## config.mk

```make
export PLATFORM = sky130hd
export DESIGN_NAME = gdc_top
export DESIGN_NICKNAME = d
export VERILOG_FILES = /design/src/rtl/gdc_pkg.sv /design/src/rtl/gdc_top.sv
export SDC_FILE = /design/constraint.sdc
export NUM_CORES = 1
export LEC_CHECK = 0
export ABC_CLOCK_PERIOD_IN_PS = 2300
export BUFFER_PORTS_ARGS = -buffer_cell sky130_fd_sc_hd__buf_2
export CAP_MARGIN = 20
export CORE_ASPECT_RATIO = 1.25
export CORE_MARGIN = 5
export CORE_UTILIZATION = 54
export DETAILED_ROUTE_END_ITERATION = 12
export GPL_TIMING_DRIVEN = 0
export PLACE_DENSITY_LB_ADDON = 0.25
export RECOVER_POWER = 100
export SKIP_LAST_GASP = 1
export SYNTH_ARGS = -nofsm -noshare
export SYNTH_HDL_FRONTEND = slang
export SYNTH_SLANG_ARGS = --single-unit
```

## constraint.sdc

```tcl
create_clock -name clk_in -period 2.3 [get_ports clk_in]
set_input_delay 0 -clock clk_in [delete_from_list [all_inputs] [get_ports clk_in]]
set_output_delay 0 -clock clk_in [all_outputs]
set_load 0.01 [all_outputs]
```

## src/rtl/gdc_pkg.sv

```systemverilog
// Shared constants for the bus command decoder: command codes, address
// groups, buffer sizes and the state encodings of both handshakes.
// Assumes one 100 MHz clock and a low-true bus sampled synchronously.
package gdc_pkg;

    // ========================================================================
    // Data widths and buffering
    // ========================================================================
    localparam int GDC_DATA_W = 8;
    localparam int GDC_FIFO_DEPTH = 4;
    localparam int GDC_ADDR_W = 5;

    // ========================================================================
    // Multiline command codes, seven bits wide
    // ========================================================================
    localparam logic [6:0] GDC_CMD_GTL = 7'h01;
    localparam logic [6:0] GDC_CMD_SDC = 7'h04;
    localparam logic [6:0] GDC_CMD_GET = 7'h08;
    localparam logic [6:0] GDC_CMD_LLO = 7'h11;
    localparam logic [6:0] GDC_CMD_DCL = 7'h14;
    localparam logic [6:0] GDC_CMD_SPE = 7'h18;
    localparam logic [6:0] GDC_CMD_SPD = 7'h19;
    localparam logic [6:0] GDC_CMD_UNL = 7'h3f;
    localparam logic [6:0] GDC_CMD_UNT = 7'h5f;

    // ========================================================================
    // Address groups held in bits 6 and 5 of a command byte
    // ========================================================================
    localparam logic [1:0] GDC_GRP_LISTEN = 2'h1;
    localparam logic [1:0] GDC_GRP_TALK = 2'h2;
    localparam logic [1:0] GDC_GRP_SECOND = 2'h3;

    // Position of the request-service bit in the serial poll status byte.
    localparam int GDC_STB_RQS_BIT = 6;

    // ========================================================================
    // State machines
    // ========================================================================
    typedef enum logic [3:0] {
        GDC_ACC_IDLE = 4'h1,
        GDC_ACC_READY = 4'h2,
        GDC_ACC_TAKE = 4'h4,
        GDC_ACC_DONE = 4'h8
    } gdc_acc_state_t;

    typedef enum logic [3:0] {
        GDC_SRC_IDLE = 4'h1,
        GDC_SRC_SETUP = 4'h2,
        GDC_SRC_VALID = 4'h4,
        GDC_SRC_END = 4'h8
    } gdc_src_state_t;

endpackage : gdc_pkg

```

## src/rtl/gdc_top.sv

```systemverilog
// Device side of the instrument bus: acceptor and source handshakes,
// multiline command decode, listen/talk addressing and remote/local state.
// Assumes every bus pin is sampled as synchronous to clk_in and that the
// open-drain wiring is resolved outside from the output enables.
//
// Notes on behaviour
// - Addressed commands take effect only while the device is a listener.
// - Selective clear 04 while listening pulses the device clear output.
// - Go-to-local 01 while listening drops remote mode.
// - Group execute trigger 08 while listening pulses the trigger output.
// - Own address with bit 5 set and bit 6 clear makes the device a listener.
// - Own address with bit 6 set and bit 5 clear makes the device a talker.
// - Secondary bytes 60 to 7F are ignored.
// - Unlisten 3F returns the listener to idle.
// - Untalk 5F returns the talker to idle.
// - Universal commands 11, 14, 18, 19 are decoded.
// - Bytes with attention false go to the listener as device data.
// - Talker with serial poll; own listen address ends talking.
// - Data bytes are sourced only while addressed to talk.
// - Data accepted only when listening; own talk address ends listening.
// - The device can pull the service request line.
// - No parallel poll, no controller, never drives attention, clear, remote.
// - Full source handshake for sending bytes as talker.
// - Full acceptor handshake, each byte held until taken.
// - Remote/local state under bus control.
// - Device clear commands supported; no extended addressing.
// - Commands decoded only while attention is true.
// - Interface clear idles both talker and listener.
// - With remote enable true, own listen address enters remote.
// - Source waits for ready and not-accepted before asserting data valid.
`timescale 1ns/1ps

// ============================================================================
// Receive buffer
// ============================================================================
module gdc_fifo #(
    parameter int WIDTH = 8,
    parameter int DEPTH = 4
) (
    input wire logic clk_in,
    input wire logic rst_n_in,
    input wire logic [WIDTH-1:0] in_data_in,
    input wire logic in_valid_in,
    output logic in_ready_out,
    output logic [WIDTH-1:0] out_data_out,
    output logic out_valid_out,
    input wire logic out_ready_in
);
    localparam int PW = $clog2(DEPTH);
    localparam logic [PW:0] FULL_CNT = (PW + 1)'(DEPTH);
    localparam logic [PW-1:0] LAST_PTR = PW'(DEPTH - 1);

    logic [WIDTH-1:0] mem_reg [DEPTH];
    logic [PW-1:0] wr_ptr_reg;
    logic [PW-1:0] rd_ptr_reg;
    logic [PW:0] count_reg;
    logic [PW:0] count_next;
    logic push;
    logic pop;

    assign push = in_valid_in && in_ready_out;
    assign pop = out_valid_out && out_ready_in;
    assign out_data_out = mem_reg[rd_ptr_reg];

    always_comb begin
        count_next = count_reg;
        if (push && !pop) begin
            count_next = count_reg + 1'b1;
        end else if (pop && !push) begin
            count_next = count_reg - 1'b1;
        end
    end

    always_ff @(posedge clk_in) begin
        if (push) begin
            mem_reg[wr_ptr_reg] <= in_data_in;
        end
    end

    always_ff @(posedge clk_in or negedge rst_n_in) begin
        if (!rst_n_in) begin
            wr_ptr_reg <= '0;
            rd_ptr_reg <= '0;
            count_reg <= '0;
            in_ready_out <= 1'b1;
            out_valid_out <= 1'b0;
        end else begin
            if (push) begin
                wr_ptr_reg <= (wr_ptr_reg == LAST_PTR) ? '0 : wr_ptr_reg + 1'b1;
            end
            if (pop) begin
                rd_ptr_reg <= (rd_ptr_reg == LAST_PTR) ? '0 : rd_ptr_reg + 1'b1;
            end
            count_reg <= count_next;
            // Flags come from flops so the source sees an honest full.
            in_ready_out <= (count_next != FULL_CNT);
            out_valid_out <= (count_next != '0);
        end
    end
endmodule : gdc_fifo

// ============================================================================
// Command decoder and handshakes
// ============================================================================
module gdc_top
    import gdc_pkg::*;
(
    input wire logic clk_in,
    input wire logic rst_n_in,
    input wire logic [GDC_ADDR_W-1:0] prim_addr_in,
    input wire logic [7:0] dio_n_in,
    output logic [7:0] dio_out,
    output logic [7:0] dio_oe_out,
    input wire logic atn_n_in,
    input wire logic ifc_n_in,
    input wire logic ren_n_in,
    input wire logic dav_n_in,
    output logic dav_out,
    output logic dav_oe_out,
    input wire logic nrfd_n_in,
    output logic nrfd_out,
    output logic nrfd_oe_out,
    input wire logic ndac_n_in,
    output logic ndac_out,
    output logic ndac_oe_out,
    input wire logic eoi_n_in,
    output logic eoi_out,
    output logic eoi_oe_out,
    output logic srq_out,
    output logic srq_oe_out,
    input wire logic srq_req_in,
    input wire logic [7:0] status_in,
    input wire logic [7:0] tx_data_in,
    input wire logic tx_last_in,
    input wire logic tx_valid_in,
    output logic tx_ready_out,
    output logic [7:0] rx_data_out,
    output logic rx_valid_out,
    input wire logic rx_ready_in,
    output logic listen_out,
    output logic talk_out,
    output logic remote_out,
    output logic lockout_out,
    output logic spoll_out,
    output logic clear_out,
    output logic trigger_out
);
    gdc_acc_state_t acc_reg;
    gdc_acc_state_t acc_next;
    gdc_src_state_t src_reg;
    gdc_src_state_t src_next;
    logic [7:0] byte_reg;
    logic byte_atn_reg;
    logic [7:0] out_byte_reg;
    logic out_last_reg;
    logic rqs_reg;
    logic srq_req_reg;
    logic fifo_ready;
    logic atn;
    logic ren;
    logic ifc;
    logic cmd_stb;
    logic [6:0] cmd;
    logic my_addr;
    logic src_active;
    logic src_take;
    logic data_push;

    // Bus lines are low true; an open-drain pin only ever pulls low.
    assign atn = !atn_n_in;
    assign ren = !ren_n_in;
    assign ifc = !ifc_n_in;
    assign dio_out = 8'h00;
    assign dav_out = 1'b0;
    assign nrfd_out = 1'b0;
    assign ndac_out = 1'b0;
    assign eoi_out = 1'b0;
    assign srq_out = 1'b0;

    // ========================================================================
    // Command decode
    // ========================================================================
    assign cmd = byte_reg[6:0];
    assign my_addr = (cmd[4:0] == prim_addr_in);
    assign cmd_stb = (acc_reg == GDC_ACC_TAKE) && byte_atn_reg;
    assign data_push = (acc_reg == GDC_ACC_TAKE) && !byte_atn_reg
        && listen_out;

    // ========================================================================
    // Acceptor handshake
    // ========================================================================
    // Every device joins the handshake under attention; otherwise only a
    // listener does, so an unaddressed device never holds up the bus.
    always_comb begin
        acc_next = acc_reg;
        case (acc_reg)
            GDC_ACC_IDLE: begin
                if (atn || listen_out) begin
                    acc_next = GDC_ACC_READY;
                end
            end
            GDC_ACC_READY: begin
                if (!atn && !listen_out) begin
                    acc_next = GDC_ACC_IDLE;
                end else if (!dav_n_in && !nrfd_oe_out) begin
                    acc_next = GDC_ACC_TAKE;
                end
            end
            GDC_ACC_TAKE: begin
                acc_next = GDC_ACC_DONE;
            end
            GDC_ACC_DONE: begin
                if (dav_n_in) begin
                    acc_next = GDC_ACC_READY;
                end
            end
            default: begin
                acc_next = GDC_ACC_IDLE;
            end
        endcase
    end

    always_ff @(posedge clk_in or negedge rst_n_in) begin
        if (!rst_n_in) begin
            acc_reg <= GDC_ACC_IDLE;
            nrfd_oe_out <= 1'b0;
            ndac_oe_out <= 1'b0;
        end else begin
            acc_reg <= acc_next;
            // Ready is withheld while attention is false and the buffer is full, so a slow reader
            // stalls the talker instead of losing bytes.
            nrfd_oe_out <= (acc_next != GDC_ACC_IDLE) && !((acc_next ==
                GDC_ACC_READY) && (atn || fifo_ready));
            ndac_oe_out <= (acc_next == GDC_ACC_READY)
                || (acc_next == GDC_ACC_TAKE);
        end
    end

    always_ff @(posedge clk_in or negedge rst_n_in) begin
        if (!rst_n_in) begin
            byte_reg <= 8'h00;
            byte_atn_reg <= 1'b0;
        end else if (acc_next == GDC_ACC_TAKE && acc_reg == GDC_ACC_READY) begin
            byte_reg <= ~dio_n_in;
            byte_atn_reg <= atn;
        end
    end

    gdc_fifo #(
        .WIDTH(GDC_DATA_W),
        .DEPTH(GDC_FIFO_DEPTH)
    ) u_rx_fifo (
        .clk_in(clk_in),
        .rst_n_in(rst_n_in),
        .in_data_in(byte_reg),
        .in_valid_in(data_push),
        .in_ready_out(fifo_ready),
        .out_data_out(rx_data_out),
        .out_valid_out(rx_valid_out),
        .out_ready_in(rx_ready_in)
    );

    // ========================================================================
    // Listen and talk addressing
    // ========================================================================
    always_ff @(posedge clk_in or negedge rst_n_in) begin
        if (!rst_n_in) begin
            listen_out <= 1'b0;
            talk_out <= 1'b0;
        end else if (ifc) begin
            listen_out <= 1'b0;
            talk_out <= 1'b0;
        end else if (cmd_stb) begin
            if (cmd == GDC_CMD_UNL) begin
                listen_out <= 1'b0;
            end else if (cmd == GDC_CMD_UNT) begin
                talk_out <= 1'b0;
            end else if (cmd[6:5] == GDC_GRP_LISTEN && my_addr) begin
                listen_out <= 1'b1;
                talk_out <= 1'b0;
            end else if (cmd[6:5] == GDC_GRP_TALK) begin
                // Another device's talk address also ends our talking.
                talk_out <= my_addr;
                if (my_addr) begin
                    listen_out <= 1'b0;
                end
            end
        end
    end

    // ========================================================================
    // Remote, lockout, serial poll, clear and trigger
    // ========================================================================
    always_ff @(posedge clk_in or negedge rst_n_in) begin
        if (!rst_n_in) begin
            remote_out <= 1'b0;
            lockout_out <= 1'b0;
        end else if (!ren) begin
            remote_out <= 1'b0;
            lockout_out <= 1'b0;
        end else if (cmd_stb) begin
            if (cmd == GDC_CMD_LLO) begin
                lockout_out <= 1'b1;
            end else if (cmd == GDC_CMD_GTL && listen_out) begin
                remote_out <= 1'b0;
            end else if (cmd[6:5] == GDC_GRP_LISTEN && my_addr
                && cmd != GDC_CMD_UNL) begin
                remote_out <= 1'b1;
            end
        end
    end

    always_ff @(posedge clk_in or negedge rst_n_in) begin
        if (!rst_n_in) begin
            spoll_out <= 1'b0;
            clear_out <= 1'b0;
            trigger_out <= 1'b0;
        end else begin
            clear_out <= cmd_stb && (cmd == GDC_CMD_DCL
                || (cmd == GDC_CMD_SDC && listen_out));
            trigger_out <= cmd_stb && cmd == GDC_CMD_GET && listen_out;
            if (ifc) begin
                spoll_out <= 1'b0;
            end else if (cmd_stb && cmd == GDC_CMD_SPE) begin
                spoll_out <= 1'b1;
            end else if (cmd_stb && cmd == GDC_CMD_SPD) begin
                spoll_out <= 1'b0;
            end
        end
    end

    // ========================================================================
    // Service request
    // ========================================================================
    // One request per rise; a poll withdraws it.
    always_ff @(posedge clk_in or negedge rst_n_in) begin
        if (!rst_n_in) begin
            rqs_reg <= 1'b0;
            srq_oe_out <= 1'b0;
            srq_req_reg <= 1'b0;
        end else begin
            srq_req_reg <= srq_req_in;
            if (srq_req_in && !srq_req_reg) begin
                rqs_reg <= 1'b1;
            end else if (src_take && spoll_out) begin
                rqs_reg <= 1'b0;
            end
            if (!srq_req_in) begin
                srq_oe_out <= 1'b0;
            end else if (!srq_req_reg) begin
                srq_oe_out <= 1'b1;
            end else if (src_take && spoll_out) begin
                srq_oe_out <= 1'b0;
            end
        end
    end

    // ========================================================================
    // Source handshake
    // ========================================================================
    assign src_active = talk_out && !atn;
    assign src_take = tx_ready_out && (spoll_out || tx_valid_in);

    always_comb begin
        src_next = src_reg;
        case (src_reg)
            GDC_SRC_IDLE: begin
                if (src_take && src_active) begin
                    src_next = GDC_SRC_SETUP;
                end
            end
            GDC_SRC_SETUP: begin
                if (!src_active) begin
                    src_next = GDC_SRC_IDLE;
                end else if (nrfd_n_in && !ndac_n_in) begin
                    src_next = GDC_SRC_VALID;
                end
            end
            GDC_SRC_VALID: begin
                if (!src_active) begin
                    src_next = GDC_SRC_IDLE;
                end else if (ndac_n_in) begin
                    src_next = GDC_SRC_END;
                end
            end
            GDC_SRC_END: begin
                src_next = GDC_SRC_IDLE;
            end
            default: begin
                src_next = GDC_SRC_IDLE;
            end
        endcase
    end

    always_ff @(posedge clk_in or negedge rst_n_in) begin
        if (!rst_n_in) begin
            src_reg <= GDC_SRC_IDLE;
            out_byte_reg <= 8'h00;
            out_last_reg <= 1'b0;
            tx_ready_out <= 1'b0;
            dav_oe_out <= 1'b0;
            dio_oe_out <= 8'h00;
            eoi_oe_out <= 1'b0;
        end else begin
            src_reg <= src_next;
            if (src_take && src_active && src_reg == GDC_SRC_IDLE) begin
                if (spoll_out) begin
                    out_byte_reg <= status_in;
                    out_byte_reg[GDC_STB_RQS_BIT] <= rqs_reg;
                    out_last_reg <= 1'b0;
                end else begin
                    out_byte_reg <= tx_data_in;
                    out_last_reg <= tx_last_in;
                end
            end
            tx_ready_out <= src_next == GDC_SRC_IDLE && src_active
                && !src_take && !tx_ready_out;
            dav_oe_out <= src_next == GDC_SRC_VALID;
            dio_oe_out <= (src_next == GDC_SRC_SETUP
                || src_next == GDC_SRC_VALID) ? ((src_reg == GDC_SRC_IDLE)
                ? (spoll_out ? status_in : tx_data_in) : out_byte_reg)
                : 8'h00;
            eoi_oe_out <= src_next == GDC_SRC_VALID && out_last_reg;
        end
    end

    // ========================================================================
    // Checks
    // ========================================================================
    property p_mla;
        @(posedge clk_in) disable iff (!rst_n_in)
        cmd_stb && !ifc && cmd[6:5] == GDC_GRP_LISTEN && my_addr
            && cmd != GDC_CMD_UNL |=> listen_out && !talk_out;
    endproperty
    a_mla: assert property (p_mla)
        else $error("own listen address did not make a listener");

    property p_mta;
        @(posedge clk_in) disable iff (!rst_n_in)
        cmd_stb && !ifc && cmd[6:5] == GDC_GRP_TALK && my_addr
            && cmd != GDC_CMD_UNT |=> talk_out && !listen_out;
    endproperty
    a_mta: assert property (p_mta)
        else $error("own talk address did not make a talker");

    property p_unl;
        @(posedge clk_in) disable iff (!rst_n_in)
        cmd_stb && cmd == GDC_CMD_UNL |=> !listen_out;
    endproperty
    a_unl: assert property (p_unl)
        else $error("unlisten left the listener active");

    property p_unt;
        @(posedge clk_in) disable iff (!rst_n_in)
        cmd_stb && cmd == GDC_CMD_UNT |=> !talk_out;
    endproperty
    a_unt: assert property (p_unt)
        else $error("untalk left the talker active");

    property p_sec;
        @(posedge clk_in) disable iff (!rst_n_in)
        cmd_stb && !ifc && cmd[6:5] == GDC_GRP_SECOND
            |=> $stable(listen_out) && $stable(talk_out);
    endproperty
    a_sec: assert property (p_sec)
        else $error("secondary byte changed addressing");

    property p_sdc;
        @(posedge clk_in) disable iff (!rst_n_in)
        cmd_stb && cmd == GDC_CMD_SDC |=> clear_out == $past(listen_out);
    endproperty
    a_sdc: assert property (p_sdc)
        else $error("selective clear ignored addressing");

    property p_get;
        @(posedge clk_in) disable iff (!rst_n_in)
        trigger_out |-> $past(cmd_stb && cmd == GDC_CMD_GET && listen_out);
    endproperty
    a_get: assert property (p_get)
        else $error("trigger without an addressed trigger command");

    property p_ifc;
        @(posedge clk_in) disable iff (!rst_n_in)
        ifc |=> !listen_out && !talk_out;
    endproperty
    a_ifc: assert property (p_ifc)
        else $error("interface clear left an addressed state");

    property p_dav_wait;
        @(posedge clk_in) disable iff (!rst_n_in)
        $rose(dav_oe_out) |-> $past(nrfd_n_in && !ndac_n_in && talk_out);
    endproperty
    a_dav_wait: assert property (p_dav_wait)
        else $error("data valid asserted before the bus was ready");

    property p_gtl;
        @(posedge clk_in) disable iff (!rst_n_in)
        cmd_stb && cmd == GDC_CMD_GTL && listen_out |=> !remote_out;
    endproperty
    a_gtl: assert property (p_gtl)
        else $error("go to local left remote mode set");
endmodule : gdc_top

```

==> out/qor.log <==
INFO  status         status=finished clean
INFO  finish         antenna_cells=0
INFO  finish         area_delta_synth_final=25.17%
INFO  floorplan      std_cell_rows=35
INFO  synth          synth-xor-area-share=0.01708
INFO  finish         fin_nets=513
INFO  floorplan      die_width=87.95um
INFO  worst_setup_path critical_path_arrival=2340ps
INFO  synth          netlist_top_cells_count=sky130_fd_sc_hd__dfrtp_1, sky130_fd_sc_hd__edfxtp_1, sky130_fd_sc_hd__nor2_1
INFO  synth          netlist_top_cells_area=sky130_fd_sc_hd__dfrtp_1, sky130_fd_sc_hd__edfxtp_1, sky130_fd_sc_hd__mux4_2
INFO  worst_setup_path regToRegStartpoint=spoll_out
INFO  detailed_routing post-route-drc-count=0
INFO  global_route   grt.overflow.total=0
INFO  clock_network  clk-insertion-delay-late=360ps
INFO  floorplan      core-area=7401squm
INFO  synth          area_share_of_and_or_nand_nor_cells_after_synthesis=0.1473
INFO  synth          post_synth_edffs=32
INFO  clock_network  ctsLongestPathBuffers=2
INFO  global_route   grt_max_degree=41
INFO  floorplan      floorplan.io_pins=85
INFO  flow_run       max_cap_viol_count=0
INFO  worst_setup_path crit_path_end_kind=flip-flop
INFO  min_path       hold_path_end=dio_oe_out[2]
INFO  finish         multi_input_comb_area=1514squm
INFO  synth          synth.area.mux_share=0.06650
INFO  power_and_ir_drop power.density_cell_area=833.4nW/um^2
INFO  synth          async_reset_ff_frac=0.6444
INFO  min_path       hold_class=input port to flip-flop
INFO  min_path       count_of_cells_along_the_worst_hold_path=3
INFO  synth          seq_area_frac_synth=0.5891
INFO  floorplan      design.die.area=9449squm
INFO  clock_network  cts-htree-levels=3
INFO  sta            tightest_slew=1016ps
INFO  synth          ys_seq_elements=90
INFO  worst_setup_path timing_worst_setup_path_type=flip-flop to flip-flop
INFO  placed_design  gpl.final_weighted_congestion=0.8205
INFO  synth          synth_cell_type_count=54
INFO  synth          most_frequent_cell_after_synthesis=sky130_fd_sc_hd__dfrtp_1
INFO  finish         drive_above_1_share=0.1962
INFO  floorplan      floorplan.initialDensity=0.5542
INFO  sta            min_period=2107ps
INFO  synth          synthesis.yosys.warnings=0
INFO  clock_network  clkTransAtPathRegs=100ps
INFO  clock_network  clk_root_buffer_cell=sky130_fd_sc_hd__clkbuf_8
INFO  detailed_routing drt_iter0_drc=121
INFO  detailed_routing final_antenna_net_count=0
INFO  synth          syn-mean-instance-area=12.21squm
INFO  sta            tightest_slew_margin_relative_to_the_limit=0.3225
INFO  power_and_ir_drop worst_ir_drop_vdd=0.5056mV
INFO  synth          main_combinational_cell_family_by_area_after_synthesis=simple AND/OR/NAND/NOR gates
INFO  synth          dominantRegCellSynth=sky130_fd_sc_hd__dfrtp_1
INFO  placed_design  post_dp_cell_area=4632squm
INFO  worst_setup_path cp-start-kind=flip-flop
INFO  worst_setup_path path_max_fanout=10
INFO  worst_setup_path setup_slack_reg_to_reg=190ps
INFO  synth          synthAdderAreaFrac=0.02135
INFO  clock_network  cts_tree=done
INFO  finish         flip_flop_count_of_the_largest_register_after_layout=32
INFO  placed_design  numPortBuffers=70
INFO  synth          post_synth_inst_count=336
INFO  global_route   first_global_vias=2989
INFO  finish         flip_flop_and_latch_area=2416squm
INFO  sta            max_freq=474.7MHz
INFO  detailed_routing drtPass1Iterations=4
INFO  sta            setup_repair_after_global_routing_missed_its_margin=no
INFO  global_route   grtUsageTotal=0.2001
INFO  sta            skew=7.961ps
INFO  worst_setup_path worst-endpoint-required=2530ps
INFO  power_and_ir_drop design_power_total=0.004278W
INFO  placed_design  hpwl_after_detailed_placement=5937um
INFO  detailed_routing routed_wire_length_per_instance=15.49um
INFO  synth          share_of_the_synthesized_area_in_compound_gates_ao_oa_aoi_oai=0.1034
INFO  finish         stdcell_area=5134squm
INFO  power_and_ir_drop total_leakage_power=2.258nW
INFO  clock_network  cts-buffers-inserted=9
INFO  sta            timing.setup.tns=0ps
INFO  detailed_routing drt-total-wl=8690um
INFO  synth          synth_largest_area_cell=sky130_fd_sc_hd__dfrtp_1
INFO  detailed_routing detailroute.via_count=2983
INFO  sta            timing.final.setup_violations=0
INFO  floorplan      die_h=107.4um
INFO  sta            final-hold-violation-count=0
INFO  detailed_routing via_per_inst=5.317
INFO  clock_network  cts.sink_count=90
INFO  sta            final.period_utilization=0.9160
INFO  synth          post_synth_instance_area=4101squm
INFO  global_route   grt_first_pass_wirelength=14410um
INFO  worst_setup_path critical_path.startpoint=spoll_out
INFO  global_route   grt_antenna_before_repair=0
INFO  sta            worst_slack=193.2ps
INFO  min_path       min-delay-start=status_in[2]
INFO  placed_design  place_worst_setup_slack=170.4ps
INFO  worst_setup_path r2r.worst_path.cells=4
INFO  sta            slew_violations=0
INFO  worst_setup_path r2r_end=out_byte_reg[5]
INFO  synth          yosys.area.top_type_share=0.3356
INFO  finish         n_fill_cell=541
==> cell usage in the layout (no fill, tap or decap), types with 8 or more instances in the layout <==
cell type	n
sky130_fd_sc_hd__a211oi_1	10
sky130_fd_sc_hd__buf_4	13
sky130_fd_sc_hd__and3_1	8
sky130_fd_sc_hd__inv_1	14
sky130_fd_sc_hd__dfrtp_1	55
sky130_fd_sc_hd__conb_1	13
sky130_fd_sc_hd__mux4_2	8
sky130_fd_sc_hd__clkbuf_1	42
sky130_fd_sc_hd__buf_2	39
sky130_fd_sc_hd__a21oi_1	18
sky130_fd_sc_hd__o21ai_0	17
sky130_fd_sc_hd__nand2_1	19
sky130_fd_sc_hd__nor2_1	29
sky130_fd_sc_hd__clkbuf_8	9
sky130_fd_sc_hd__dlygate4sd3_1	34
sky130_fd_sc_hd__edfxtp_1	32
==> report_power, final <==
group          internal (W)  total [W]  switching [W]  leakage [nW]
clock              0.000535    0.00114       0.000608         0.110
combinational      0.000492    0.00103       0.000542          1.10
sequential          0.00189    0.00210       0.000211          1.05
==> per-stage QoR <==
stage,util,hold slack [ps],instances
2_1_floorplan,-,-295.6,348
3_5_place_dp,0.6259,-17.75,511
6_report,0.6937,23.86,561
4_1_cts,0.7008,13.33,561
5_1_grt,0.6937,40.98,561
3_3_place_gp,0.6232,130.5,510
==> timing repair <==
action,in CTS,in global routing
endpoints found under the hold margin,88,0
hold buffers,34,0
endpoints found under the setup margin,0,34
resized for setup,0,1
buffers inserted,0,0
==> cell type report <==
cell class | instances | area share
Timing Repair Buffer | 105 | 0.1277
Buffer | 28 | 0.03242
Clock inverter | 7 | 0.01755
Tap cell | 92 | 0.02242
Sequential cell | 90 | 0.4706
Multi-Input combinational cell | 216 | 0.2949
Inverter | 14 | 0.01024
Clock buffer | 9 | 0.02413
==> metal layers <==
layer	GRT usage	part of all wire
met2	0.3540	0.55
met3	0.03675	0.052
met1	0.2289	0.38
met4	0.09539	0.016
met5	0	0
==> worst max-delay path by stage <==
| stage | endpoint | slack, ps | cells after the start |
|---|---|---|---|
| 6_report | out_byte_reg[5] | 190 | 4 |
| 5_1_grt | spoll_out | 30 | 6 |
| 4_1_cts | u_rx_fifo.mem_reg[1][3] | 150 | 4 |
| 3_5_place_dp | u_rx_fifo.mem_reg[1][0] | 170 | 4 |
| 3_3_place_gp | u_rx_fifo.mem_reg[1][0] | 190 | 4 |
| 2_1_floorplan | spoll_out | 500 | 6 |
==> logic make-up after synthesis <==
logic type / count (synthesis)
fa+ha+maj: 7
simple gates: 105
xor+xnor: 8
other cells: 1
compound gates: 66
mux: 17
flops: 90
buf+inv: 42
==> critical path, stage by stage (launching register included) <==
cell                            delay [ps]
sky130_fd_sc_hd__dfrtp_1               510
sky130_fd_sc_hd__clkbuf_1              520
sky130_fd_sc_hd__mux2i_1               290
sky130_fd_sc_hd__dlygate4sd3_1         580
sky130_fd_sc_hd__a21oi_1                70
(Power assumes the default switching activity.)
